==> config.mk <==
export PLATFORM = sky130hd
export DESIGN_NAME = wdt_guard
export DESIGN_NICKNAME = d
export VERILOG_FILES = /design/src/rtl/wdt_guard_pkg.sv /design/src/rtl/sync_2ff.sv /design/src/rtl/wdt_guard.sv
export VERILOG_INCLUDE_DIRS = /design/src /design/src/rtl
export SDC_FILE = /design/constraint.sdc
export NUM_CORES = 1
export LEC_CHECK = 0
export ABC_CLOCK_PERIOD_IN_PS = 3340
export BUFFER_PORTS_ARGS = -buffer_cell sky130_fd_sc_hd__clkbuf_2
export CAP_MARGIN = 40
export CORE_MARGIN = 3
export CORE_UTILIZATION = 25
export DETAILED_ROUTE_END_ITERATION = 7
export GPL_ROUTABILITY_DRIVEN = 0
export GPL_TIMING_DRIVEN = 1
export SKIP_CTS_REPAIR_TIMING = 1
export SLEW_MARGIN = 20
export SYNTH_ARGS = -nofsm -noshare
export SYNTH_HDL_FRONTEND = slang
export SYNTH_SLANG_ARGS = --single-unit
==> constraint.sdc <==
create_clock -name CLK_I -period 3.34 [get_ports CLK_I]
set_clock_uncertainty 0.05 [all_clocks]
set_input_delay 0.334 -clock CLK_I [delete_from_list [all_inputs] [get_ports CLK_I]]
set_output_delay 0.334 -clock CLK_I [all_outputs]
set_load 0.05 [all_outputs]
==> src/rtl/wdt_guard_regs.svh <==
// Register map, field positions, reset values and timing of the watchdog guard
//
// Overview of operation
// - Period select codes 000..110 divide the slow clock by 2^8,10,12,14,15,16,17.
// - Invalid enable key reset sets flag bit 0; only a software zero clears it.
// - Counter overflow resets the device; software must clear the counter in time.
// - Watchdog runs with key 01010 or 10101; other keys reset after the delay.
// - Enable key starts at 01010 after power-on, so the watchdog runs.
// - Time-out in normal running gives a full reset and sets the time-out flag.
// - Time-out in sleep or idle sets the flag, resets only PC and SP.
// - Counter clears on invalid key write, clear instruction or halt instruction.
// - The single clear instruction alone clears the counter.
// - Power-on reset zeroes the program counter.
// - Power-on reset sets all port data and control registers high.
// - Reset key 01010101 or 10101010 is quiet; other values reset after the delay.
// - Reset key register starts at 01010101 after power-on.
// - Invalid reset key reset sets flag bit 3; only a software zero clears it.
// - Flag register bits 7 to 4 read as zero.
// - The watchdog counts the slow internal oscillator clock, about 32 kHz.
// - Halt sets power-down flag, clears time-out flag, clears counter, keeps counting.
`ifndef WDT_GUARD_REGS_SVH
`define WDT_GUARD_REGS_SVH

`define OFS_WDT_CTRL    8'h00
`define OFS_RST_KEY     8'h04
`define OFS_RST_FLAGS   8'h08
`define OFS_STATUS      8'h0c
`define OFS_COUNT       8'h10

`define WDT_CTRL_POR    8'h53
`define RST_KEY_POR     8'h55
`define WDT_KEY_A       5'h0a
`define WDT_KEY_B       5'h15
`define RST_KEY_A       8'h55
`define RST_KEY_B       8'haa

`define BIT_WDT_KEY_RF  0
`define BIT_RST_KEY_RF  3
`define BIT_TIMEOUT     0
`define BIT_PWR_DOWN    1

`define CLK_PERIOD_NS   10
`define SOFT_RESET_NS   1000
`define SOFT_RESET_CYC  ((`SOFT_RESET_NS + `CLK_PERIOD_NS - 1) / `CLK_PERIOD_NS)

`endif

==> src/rtl/wdt_guard_pkg.sv <==
// Types shared by the watchdog guard
package wdt_guard_pkg;
  typedef enum logic [0:0] {ST_IDLE, ST_WAIT} guard_state_e;
  typedef logic [17:0] wdt_count_t;
endpackage

==> src/rtl/sync_2ff.sv <==
// Two-flop synchroniser with asynchronous reset
`timescale 1ns/1ps
module sync_2ff #(
  parameter logic RST_VAL = 1'b0
) (
  input  wire logic clk_i,
  input  wire logic rst_n_i,
  input  wire logic d_i,
  output logic      q_o
);
  logic meta_q;

  // First flop feeds only the second
  always_ff @(posedge clk_i or negedge rst_n_i) begin
    if (!rst_n_i) begin
      meta_q <= RST_VAL;
      q_o    <= RST_VAL;
    end else begin
      meta_q <= d_i;
      q_o    <= meta_q;
    end
  end
endmodule

==> src/rtl/wdt_guard.sv <==
// Watchdog timer with key guards, reset-cause flags and AHB-Lite registers
//
// Implementation choices: the register addresses and register access over AHB-Lite.
`timescale 1ns/1ps
`include "wdt_guard_regs.svh"
module wdt_guard (
  input  wire logic        CLK_I,
  input  wire logic        RSTN_I,
  input  wire logic        HSEL_I,
  input  wire logic [31:0] HADDR_I,
  input  wire logic [1:0]  HTRANS_I,
  input  wire logic        HWRITE_I,
  input  wire logic [2:0]  HSIZE_I,
  input  wire logic [31:0] HWDATA_I,
  input  wire logic        HREADY_I,
  output logic      [31:0] HRDATA_O,
  output logic             HREADYOUT_O,
  output logic             HRESP_O,
  input  wire logic        SLOW_OSC_I,
  input  wire logic        WDT_CLEAR_I,
  input  wire logic        HALT_I,
  input  wire logic        SLEEP_I,
  output logic             CORE_RST_O,
  output logic             PC_SP_RST_O,
  output logic             TIMEOUT_FLAG_O,
  output logic             POWER_DOWN_FLAG_O
);
  localparam logic [15:0] DLY_LAST = 16'(`SOFT_RESET_CYC - 1);
  localparam int DLY_MAX = `SOFT_RESET_CYC + 2;

  logic                       rst_n;
  logic                       osc_s;
  logic                       osc_d_q;
  logic                       tick;
  logic [7:0]                 wdt_ctl_q;
  logic [7:0]                 rst_key_q;
  logic                       wkey_flag_q;
  logic                       rkey_flag_q;
  wdt_guard_pkg::wdt_count_t  cnt_q;
  wdt_guard_pkg::wdt_count_t  lim;
  wdt_guard_pkg::guard_state_e state_q;
  logic [15:0]                dly_q;
  logic                       src_wdt_q;
  logic                       src_rst_q;
  logic                       wdt_key_ok;
  logic                       rst_key_ok;
  logic                       fire;
  logic                       timeout;
  logic                       full_rst;
  logic                       ap_valid;
  logic                       wr_q;
  logic [7:0]                 waddr_q;
  logic                       wr_ctl;
  logic                       wr_key;
  logic                       wr_flags;
  logic                       bad_key_wr;

  // Reset release through two flops
  sync_2ff #(.RST_VAL(1'b0)) u_rst_sync (
    .clk_i   (CLK_I),
    .rst_n_i (RSTN_I),
    .d_i     (1'b1),
    .q_o     (rst_n)
  );

  // Slow oscillator pin is asynchronous to CLK_I
  sync_2ff #(.RST_VAL(1'b0)) u_osc_sync (
    .clk_i   (CLK_I),
    .rst_n_i (rst_n),
    .d_i     (SLOW_OSC_I),
    .q_o     (osc_s)
  );

  // Rising edge of the synchronised slow clock is one count
  always_ff @(posedge CLK_I or negedge rst_n) begin
    if (!rst_n) begin
      osc_d_q <= 1'b0;
    end else begin
      osc_d_q <= osc_s;
    end
  end
  assign tick = osc_s & ~osc_d_q;

  // Key checks on the stored register values
  assign wdt_key_ok = (wdt_ctl_q[7:3] == `WDT_KEY_A) ||
                      (wdt_ctl_q[7:3] == `WDT_KEY_B);
  assign rst_key_ok = (rst_key_q == `RST_KEY_A) ||
                      (rst_key_q == `RST_KEY_B);

  // Terminal count per period select
  always_comb begin
    case (wdt_ctl_q[2:0])
      3'h0:    lim = 18'h000ff;
      3'h1:    lim = 18'h003ff;
      3'h2:    lim = 18'h00fff;
      3'h3:    lim = 18'h03fff;
      3'h4:    lim = 18'h07fff;
      3'h5:    lim = 18'h0ffff;
      3'h6:    lim = 18'h1ffff;
      default: lim = 18'h3ffff;
    endcase
  end

  assign timeout  = tick & wdt_key_ok & (cnt_q == lim);
  assign full_rst = fire | (timeout & ~SLEEP_I);

  // AHB-Lite decode; zero wait states, writes land in the data phase
  assign ap_valid = HSEL_I & HTRANS_I[1] & HREADY_I;
  assign wr_ctl   = wr_q && (waddr_q == `OFS_WDT_CTRL);
  assign wr_key   = wr_q && (waddr_q == `OFS_RST_KEY);
  assign wr_flags = wr_q && (waddr_q == `OFS_RST_FLAGS);
  assign bad_key_wr = wr_ctl && (HWDATA_I[7:3] != `WDT_KEY_A) &&
                      (HWDATA_I[7:3] != `WDT_KEY_B);

  always_ff @(posedge CLK_I or negedge rst_n) begin
    if (!rst_n) begin
      wr_q    <= 1'b0;
      waddr_q <= 8'h00;
    end else begin
      wr_q    <= ap_valid & HWRITE_I;
      waddr_q <= HADDR_I[7:0];
    end
  end

  // Read data registered in the address phase, so it stands in the data phase
  always_ff @(posedge CLK_I or negedge rst_n) begin
    if (!rst_n) begin
      HRDATA_O <= 32'h00000000;
    end else if (ap_valid && !HWRITE_I) begin
      case (HADDR_I[7:0])
        `OFS_WDT_CTRL:  HRDATA_O <= {24'h000000, wdt_ctl_q};
        `OFS_RST_KEY:   HRDATA_O <= {24'h000000, rst_key_q};
        `OFS_RST_FLAGS: HRDATA_O <= {28'h0000000, rkey_flag_q, 2'h0, wkey_flag_q};
        `OFS_STATUS:    HRDATA_O <= {30'h0, POWER_DOWN_FLAG_O, TIMEOUT_FLAG_O};
        `OFS_COUNT:     HRDATA_O <= {14'h0000, cnt_q};
        default:        HRDATA_O <= 32'h00000000;
      endcase
    end else begin
      HRDATA_O <= 32'h00000000;
    end
  end

  // Always ready and OKAY
  always_ff @(posedge CLK_I or negedge rst_n) begin
    if (!rst_n) begin
      HREADYOUT_O <= 1'b1;
      HRESP_O     <= 1'b0;
    end else begin
      HREADYOUT_O <= 1'b1;
      HRESP_O     <= 1'b0;
    end
  end

  // Control register; a full reset restores power-on values so a bad key cannot loop
  always_ff @(posedge CLK_I or negedge rst_n) begin
    if (!rst_n) begin
      wdt_ctl_q <= `WDT_CTRL_POR;
    end else if (full_rst) begin
      wdt_ctl_q <= `WDT_CTRL_POR;
    end else if (wr_ctl) begin
      wdt_ctl_q <= HWDATA_I[7:0];
    end
  end

  // Reset key register
  always_ff @(posedge CLK_I or negedge rst_n) begin
    if (!rst_n) begin
      rst_key_q <= `RST_KEY_POR;
    end else if (full_rst) begin
      rst_key_q <= `RST_KEY_POR;
    end else if (wr_key) begin
      rst_key_q <= HWDATA_I[7:0];
    end
  end

  // Watchdog counter; stops while the key is invalid
  always_ff @(posedge CLK_I or negedge rst_n) begin
    if (!rst_n) begin
      cnt_q <= 18'h00000;
    end else if (WDT_CLEAR_I || HALT_I || bad_key_wr || timeout || full_rst) begin
      cnt_q <= 18'h00000;
    end else if (tick && wdt_key_ok) begin
      cnt_q <= cnt_q + 18'h00001;
    end
  end

  // Soft-reset delay after a bad key is seen
  always_ff @(posedge CLK_I or negedge rst_n) begin
    if (!rst_n) begin
      state_q   <= wdt_guard_pkg::ST_IDLE;
      dly_q     <= 16'h0000;
      src_wdt_q <= 1'b0;
      src_rst_q <= 1'b0;
    end else begin
      case (state_q)
        wdt_guard_pkg::ST_IDLE: begin
          dly_q <= 16'h0000;
          if (!wdt_key_ok || !rst_key_ok) begin
            state_q   <= wdt_guard_pkg::ST_WAIT;
            src_wdt_q <= ~wdt_key_ok;
            src_rst_q <= ~rst_key_ok;
          end
        end
        wdt_guard_pkg::ST_WAIT: begin
          if (dly_q == DLY_LAST) begin
            state_q <= wdt_guard_pkg::ST_IDLE;
          end
          dly_q <= dly_q + 16'h0001;
        end
        default: begin
          state_q <= wdt_guard_pkg::ST_IDLE;
        end
      endcase
    end
  end
  assign fire = (state_q == wdt_guard_pkg::ST_WAIT) && (dly_q == DLY_LAST);

  // Reset-cause flags; set beats a software clear in the same cycle
  always_ff @(posedge CLK_I or negedge rst_n) begin
    if (!rst_n) begin
      wkey_flag_q <= 1'b0;
      rkey_flag_q <= 1'b0;
    end else begin
      if (fire && src_wdt_q) begin
        wkey_flag_q <= 1'b1;
      end else if (wr_flags && !HWDATA_I[`BIT_WDT_KEY_RF]) begin
        wkey_flag_q <= 1'b0;
      end
      if (fire && src_rst_q) begin
        rkey_flag_q <= 1'b1;
      end else if (wr_flags && !HWDATA_I[`BIT_RST_KEY_RF]) begin
        rkey_flag_q <= 1'b0;
      end
    end
  end

  // Status flags; a time-out wins over a clear or halt
  always_ff @(posedge CLK_I or negedge rst_n) begin
    if (!rst_n) begin
      TIMEOUT_FLAG_O    <= 1'b0;
      POWER_DOWN_FLAG_O <= 1'b0;
    end else begin
      if (timeout) begin
        TIMEOUT_FLAG_O <= 1'b1;
      end else if (HALT_I || WDT_CLEAR_I) begin
        TIMEOUT_FLAG_O <= 1'b0;
      end
      if (HALT_I) begin
        POWER_DOWN_FLAG_O <= 1'b1;
      end else if (WDT_CLEAR_I) begin
        POWER_DOWN_FLAG_O <= 1'b0;
      end
    end
  end

  // Core reset held through power-on, so PC goes to zero and ports come up as inputs
  always_ff @(posedge CLK_I or negedge rst_n) begin
    if (!rst_n) begin
      CORE_RST_O  <= 1'b1;
      PC_SP_RST_O <= 1'b1;
    end else begin
      CORE_RST_O  <= full_rst;
      PC_SP_RST_O <= full_rst | (timeout & SLEEP_I);
    end
  end
endmodule

# == Word level (Yosys, flattened, before mapping) ==
# Index checks and enable logic that the tools add are counted.
# totals
regBits,105
output_inout_bits,38
word_cells,114
# classes
addsub,2
eq_ne,20
mux,21
bitwise_logic,15
n_reduce_logical,35
# ops
cell,count
one-hot mux 18 bit (7 select lines),1
one-hot mux 18 bit (5 select lines),1
2-to-1 mux 18 bit,2
2-to-1 mux 32 bit,1
2-to-1 mux 8 bit,4
one-hot mux 16 bit (2 select lines),1
== test 8 x 4 -> 1 bit (second input constant),3
adder 18 x 1 -> 18 bit (second input constant),1
== test 18 bit,1
adder 16 x 1 -> 16 bit (second input constant),1
== test 16 x 7 -> 1 bit (second input constant),1
== test 8 x 3 -> 1 bit (second input constant),2
zero test 8 bit,2
nonzero test 2 bit,7
logical AND 1 bit,12
2-to-1 mux 1 bit,10
== test 3 bit (second input constant),3
AND 1 bit,8
== test 8 x 5 -> 1 bit (second input constant),1
== test 8 x 7 -> 1 bit (second input constant),1
== test 8 bit (second input constant),1
logical OR 1 bit,7
== test 3 x 2 -> 1 bit (second input constant),2
== test 5 x 4 -> 1 bit (second input constant),1
10 further kinds,19

# == Logic depth before layout (Yosys ltp) ==
# logic_depth
depth_word,8
depth_mapped,7

# == Hierarchy ==
# From an unflattened synthesis, not the netlist that was laid out.
# unflattened
hier_cells,402
area_unflattened_um2,4319.1
# modules_own_cells
mod,instances,cells_per_inst,area_per_inst_um2
wdt_guard,1,398,4219.0
sync_2ff,2,2,50.0

# == Worst setup path before layout ==
# No wires, ideal clock.
# synth_timing
path_kind,register to register
from,reg wdt_ctl_q[4]
to,reg wdt_ctl_q[2]
setup_time_ns,0.130
arrival_time_ns,1.980
required_ns,3.160
slack_ns,1.181
path_stages_with_launch,7
period_less_slack_ns,2.159
path_cell_list,dfstp_2 > or4bb_1 > mux2i_2 > o311ai_2 > o31ai_4 > buf_6 > a211oi_1
# synth_between
elab_chain_cells,7
elab_cells_between_ends,9
# synth_lines
element,line_no,source
"start, declared",wdt_guard.sv:35,logic [7:0] wdt_ctl_q;
"start signal, assigned",wdt_guard.sv:157,wdt_ctl_q <= `WDT_CTRL_POR;
"start signal, assigned",wdt_guard.sv:159,wdt_ctl_q <= `WDT_CTRL_POR;
"start signal, assigned",wdt_guard.sv:161,wdt_ctl_q <= HWDATA_I[7:0];
== test 5 x 4 -> 1 bit (no line) / == test 5 bit (equally long branches),n/a,
logical OR 1 bit (*),wdt_guard.sv:85,assign wdt_key_ok = (wdt_ctl_q[7:3] == `WDT_KEY_A) ||
AND 1 bit (*) (2 in a row),wdt_guard.sv:104,assign timeout = tick & wdt_key_ok & (cnt_q == lim);
AND 1 bit (*),wdt_guard.sv:105,assign full_rst = fire | (timeout & ~SLEEP_I);
bitwise OR 1 bit (*),wdt_guard.sv:105,
named net full_rst,wdt_guard.sv:49,logic full_rst;
2-to-1 mux 8 bit / nonzero test 2 bit (equally long branches),n/a,
# The timed path passes the listed nets; every way through them passes the cells marked *.
# A chain may end at the register's enable or synchronous reset.

# == Final worst setup path ==
# layout_timing
from,reg cnt_q[4]
to,reg rst_key_q[5]
# layout_between
elab_chain_cells,5
elab_cells_between_ends,6
# layout_lines
element,line_no,source
"start, declared",wdt_guard.sv:39,wdt_guard_pkg::wdt_count_t cnt_q;
"start signal, assigned",wdt_guard.sv:183,cnt_q <= cnt_q + 18'h00001;
== test 18 bit (*),wdt_guard.sv:104,
AND 1 bit (*),wdt_guard.sv:104,
AND 1 bit (*),wdt_guard.sv:105,
bitwise OR 1 bit (*),wdt_guard.sv:105,
2-to-1 mux 8 bit / nonzero test 2 bit (equally long branches),n/a,
"end signal, assigned",wdt_guard.sv:168,rst_key_q <= `RST_KEY_POR;
"end signal, assigned",wdt_guard.sv:170,rst_key_q <= `RST_KEY_POR;
"end signal, assigned",wdt_guard.sv:172,rst_key_q <= HWDATA_I[7:0];
"end, declared",wdt_guard.sv:36,logic [7:0] rst_key_q;
# Mark *: on every way between the ends. The rest lies on a longest branch, timed or not.

==> run_results.csv <==
group,metric,value,unit
outcome,status,"complete, no violations",
synthesis,synthTopCellsByArea,"dfrtp_1 (47%), dfstp_2 (6.1%), nor2_1 (5.5%)",
setup_path,regToRegSetupSlack,700,ps
synthesis,ys_warn_count,0,
job,drv_cap,0,
setup_path,cpLargestDelayFamily,"simple AND/OR/NAND/NOR gates",
setup_path,slowest_stage,"o31ai_4",
cts,cts-root-buf,"clkbuf_16",
cts,clock_path_buffers,2,
drt,first_pass_iters,7,
die,die_y,136.9,um
die,core,16700,um2
timing,relSlewSlack,0.4790,
setup_path,crit_path_end_kind,"flip-flop",
synthesis,ys_seq_area_frac,0.5346,
setup_path,r2r_cells,5,
timing,finalSetupViolations,0,
layout,nFillCells,1759,
placement,port_buffers,47,
cts,clkTransAtPathRegs,70,ps
drt,wl,9882,um
timing,totalNegativeSetupSlack,0,ps
synthesis,ys_seq_elements,91,
global_route,grt_usage,0.1131,
cts,clk_latency,340,ps
timing,min_period_over_period,0.7919,
global_route,grt_pass1_vias,3132,
synthesis,syn_avg_cell_area,10.68,um2
die,die_w,136.9,um
power_and_ir_drop,power_density,480.5,nW/um2
drt,routed_via_density,4.644,
setup_path,start_kind,"flip-flop",
setup_path,slowest_delay,690,ps
drt,vias,3135,
setup_path,cp.required,3480,ps
layout,num_antenna_cells,0,
power_and_ir_drop,leakagePower,2.273,nW
synthesis,async_reset_ff_frac,1.000,
setup_path,crit_chain,"nand4_1, nor4b_1, o311ai_2, o31ai_4, nor2_1",
synthesis,netlist_instances,401,
setup_path,crit-reg2reg-launch,"cnt_q[4]$_DFFE_PN0P_",
cts,h-tree-depth,3,
timing,timing.final.crit_period,2645,ps
synthesis,synth-main-ff-cell,"dfrtp_1",
synthesis,ys_types,56,
die,rows,47,
timing,worstMarginPinSlew,781.4,ps
cts,cts_tree,"done",
hold_path,hold_path.startpoint,"SLOW_OSC_I",
global_route,antenna_found_initial,0,
global_route,grt_max_degree,61,
die,dieArea,18740,um2
timing,finalMaxSlewViolations,0,
power_and_ir_drop,power.total,2.405,mW
placement,dp.final_hpwl,7232,um
hold_path,holdPathEnd,"u_osc_sync.meta_q$_DFF_PN0_",
drt,drt_iter0_markers,219,
timing,rsz0062_at_grt,"false",
setup_path,critical_path_class,"reg2reg",
die,start_util,0.2564,
hold_path,worstHoldPathCells,1,
setup_path,crit_fanout,17,
setup_path,arrival,2790,ps
hold_path,hp-class,"in2reg",
synthesis,synth.cell_area,4283,um2
timing,hold_viol,0,
setup_path,cp_num_buf_inv,0,
drt,antenna_left,0,
synthesis,synth_top_cell_area_share,0.4733,
cts,cts.sinks,91,
layout,syn2layout_area_growth,16.86,%
setup_path,reg2reg_to,"rst_key_q[5]$_DFFE_PN0P_",
power_and_ir_drop,ir_drop,0.2340,mV
die,ios,116,
layout,drive_gt1_frac,0.2000,
global_route,grt_overflow_total,0,
cts,cts_made_buffers,9,
drt,wire_per_inst,14.64,um
global_route,grt_pass1_wl,16260,um
layout,nets,530,
synthesis,synth_edf_count,0,
synthesis,yosys.area.top_type,"dfrtp_1",
drt,drcViolationCount,0,
timing,max_freq,378.1,MHz
[stage by stage]
stage | worst slack [ps] | hold slack [ps] | cells | instance area [um2] | utilization
CTS | 671.1 | -298.0 | 674 | 4995 | 0.2991
detailed placement | 679.6 | 71.70 | 658 | 4711 | 0.2821
global route | 518.1 | 30.94 | 675 | 5005 | 0.2997
global placement | 740.6 | 70.19 | 657 | 4683 | 0.2804
floorplan | 585.1 | -11.59 | 416 | 4339 | -
finish | 695.1 | 46.31 | 675 | 5005 | 0.2997
[state kept, by name, summed over array words and instances (netlist names), 8 cells and up]
name       cells
HRDATA_O      18
cnt_q         18
dly_q         16
rst_key_q      8
waddr_q        8
wdt_ctl_q      8
[metal layers]
| metal | up-vias | GRT usage | wire length, um |
|---|---|---|---|
| li1 | 1492 | - | - |
| met1 | 1522 | 0.1570 | 4665 |
| met2 | 110 | 0.1717 | 4410 |
| met3 | 11 | 0.03603 | 673 |
| met4 | 0 | 0.02827 | 131 |
| met5 | - | 0 | 0 |
[worst max path at each step]
stage	depth (start not counted)	from	endpoint	slack, ps
floorplan	0	u_rst_sync.q_o$_DFF_PN0_	HRDATA_O[0]$_DFF_PN0_	590
global route	5	cnt_q[4]$_DFFE_PN0P_	cnt_q[1]$_DFFE_PN0P_	520
CTS	5	wdt_ctl_q[4]$_DFFE_PN1P_	cnt_q[0]$_DFFE_PN0P_	670
finish	5	cnt_q[4]$_DFFE_PN0P_	rst_key_q[5]$_DFFE_PN0P_	700
global placement	5	wdt_ctl_q[4]$_DFFE_PN1P_	wdt_ctl_q[5]$_DFFE_PN0P_	740
detailed placement	5	wdt_ctl_q[4]$_DFFE_PN1P_	cnt_q[0]$_DFFE_PN0P_	680
[cell usage in the layout (no fill, tap or decap), types with 7 or more instances in the layout]
master	synthesis	routed
a211o_1	8	8
a21oi_1	7	7
a222oi_1	8	8
and3_1	12	12
clkbuf_16	0	9
clkbuf_2	0	47
conb_1	2	17
dfrtp_1	81	80
dfstp_2	10	10
inv_1	12	12
mux2i_1	10	10
nand2_1	23	23
nand3_1	15	15
nand4_1	12	12
nor2_1	63	63
o21ai_0	8	8
xnor2_1	7	7
xor2_1	21	21
[power breakdown]
| part | internal (mW) | leakage, nW | switching (mW) |
|---|---|---|---|
| clock network | 0.516 | 0.138 | 0.443 |
| registers | 1.16 | 1.17 | 0.0577 |
| logic | 0.0814 | 0.960 | 0.146 |
[cells by family after synthesis]
| group | after synthesis | share of synthesized area |
|---|---|---|
| AND/OR/NAND/NOR | 179 | 0.2285 |
| flip-flops | 91 | 0.5346 |
| AO/OA/AOI/OAI | 46 | 0.08735 |
| buffers and inverters | 41 | 0.05550 |
| XOR/XNOR | 28 | 0.05726 |
| multiplexers | 12 | 0.02921 |
| adder cells (fa/ha/maj) | 2 | 0.005842 |
| other | 2 | 0.001754 |
[layout make-up]
class | count | area, um2 | share of cell area
clock buffer | 9 | 225.2 | 0.04500
clock inverter | 7 | 58.81 | 0.01175
inverter | 12 | 45.04 | 0.009000
multi-input combinational | 284 | 1812 | 0.3620
sequential | 91 | 2293 | 0.4583
tap | 220 | 275.3 | 0.05500
timing repair buffer | 52 | 295.3 | 0.05900
[synthesized netlist by cell type (3+ instances only)]
master	instances
or3_1	6
and2_1	3
clkbuf_1	6
xnor2_1	7
mux2i_1	10
buf_4	17
a222oi_1	8
nand3b_1	4
nor4bb_1	6
xor2_1	21
and4_1	3
buf_2	4
dfrtp_1	81
nor3_1	5
a21oi_1	7
dfstp_2	10
nor2b_1	4
and3_1	12
inv_1	12
nor2_1	63
o21ai_0	8
nand2_1	23
nand4_1	12
a211o_1	8
or4_1	5
nand3_1	15
Power figures use the tool's default switching activity.
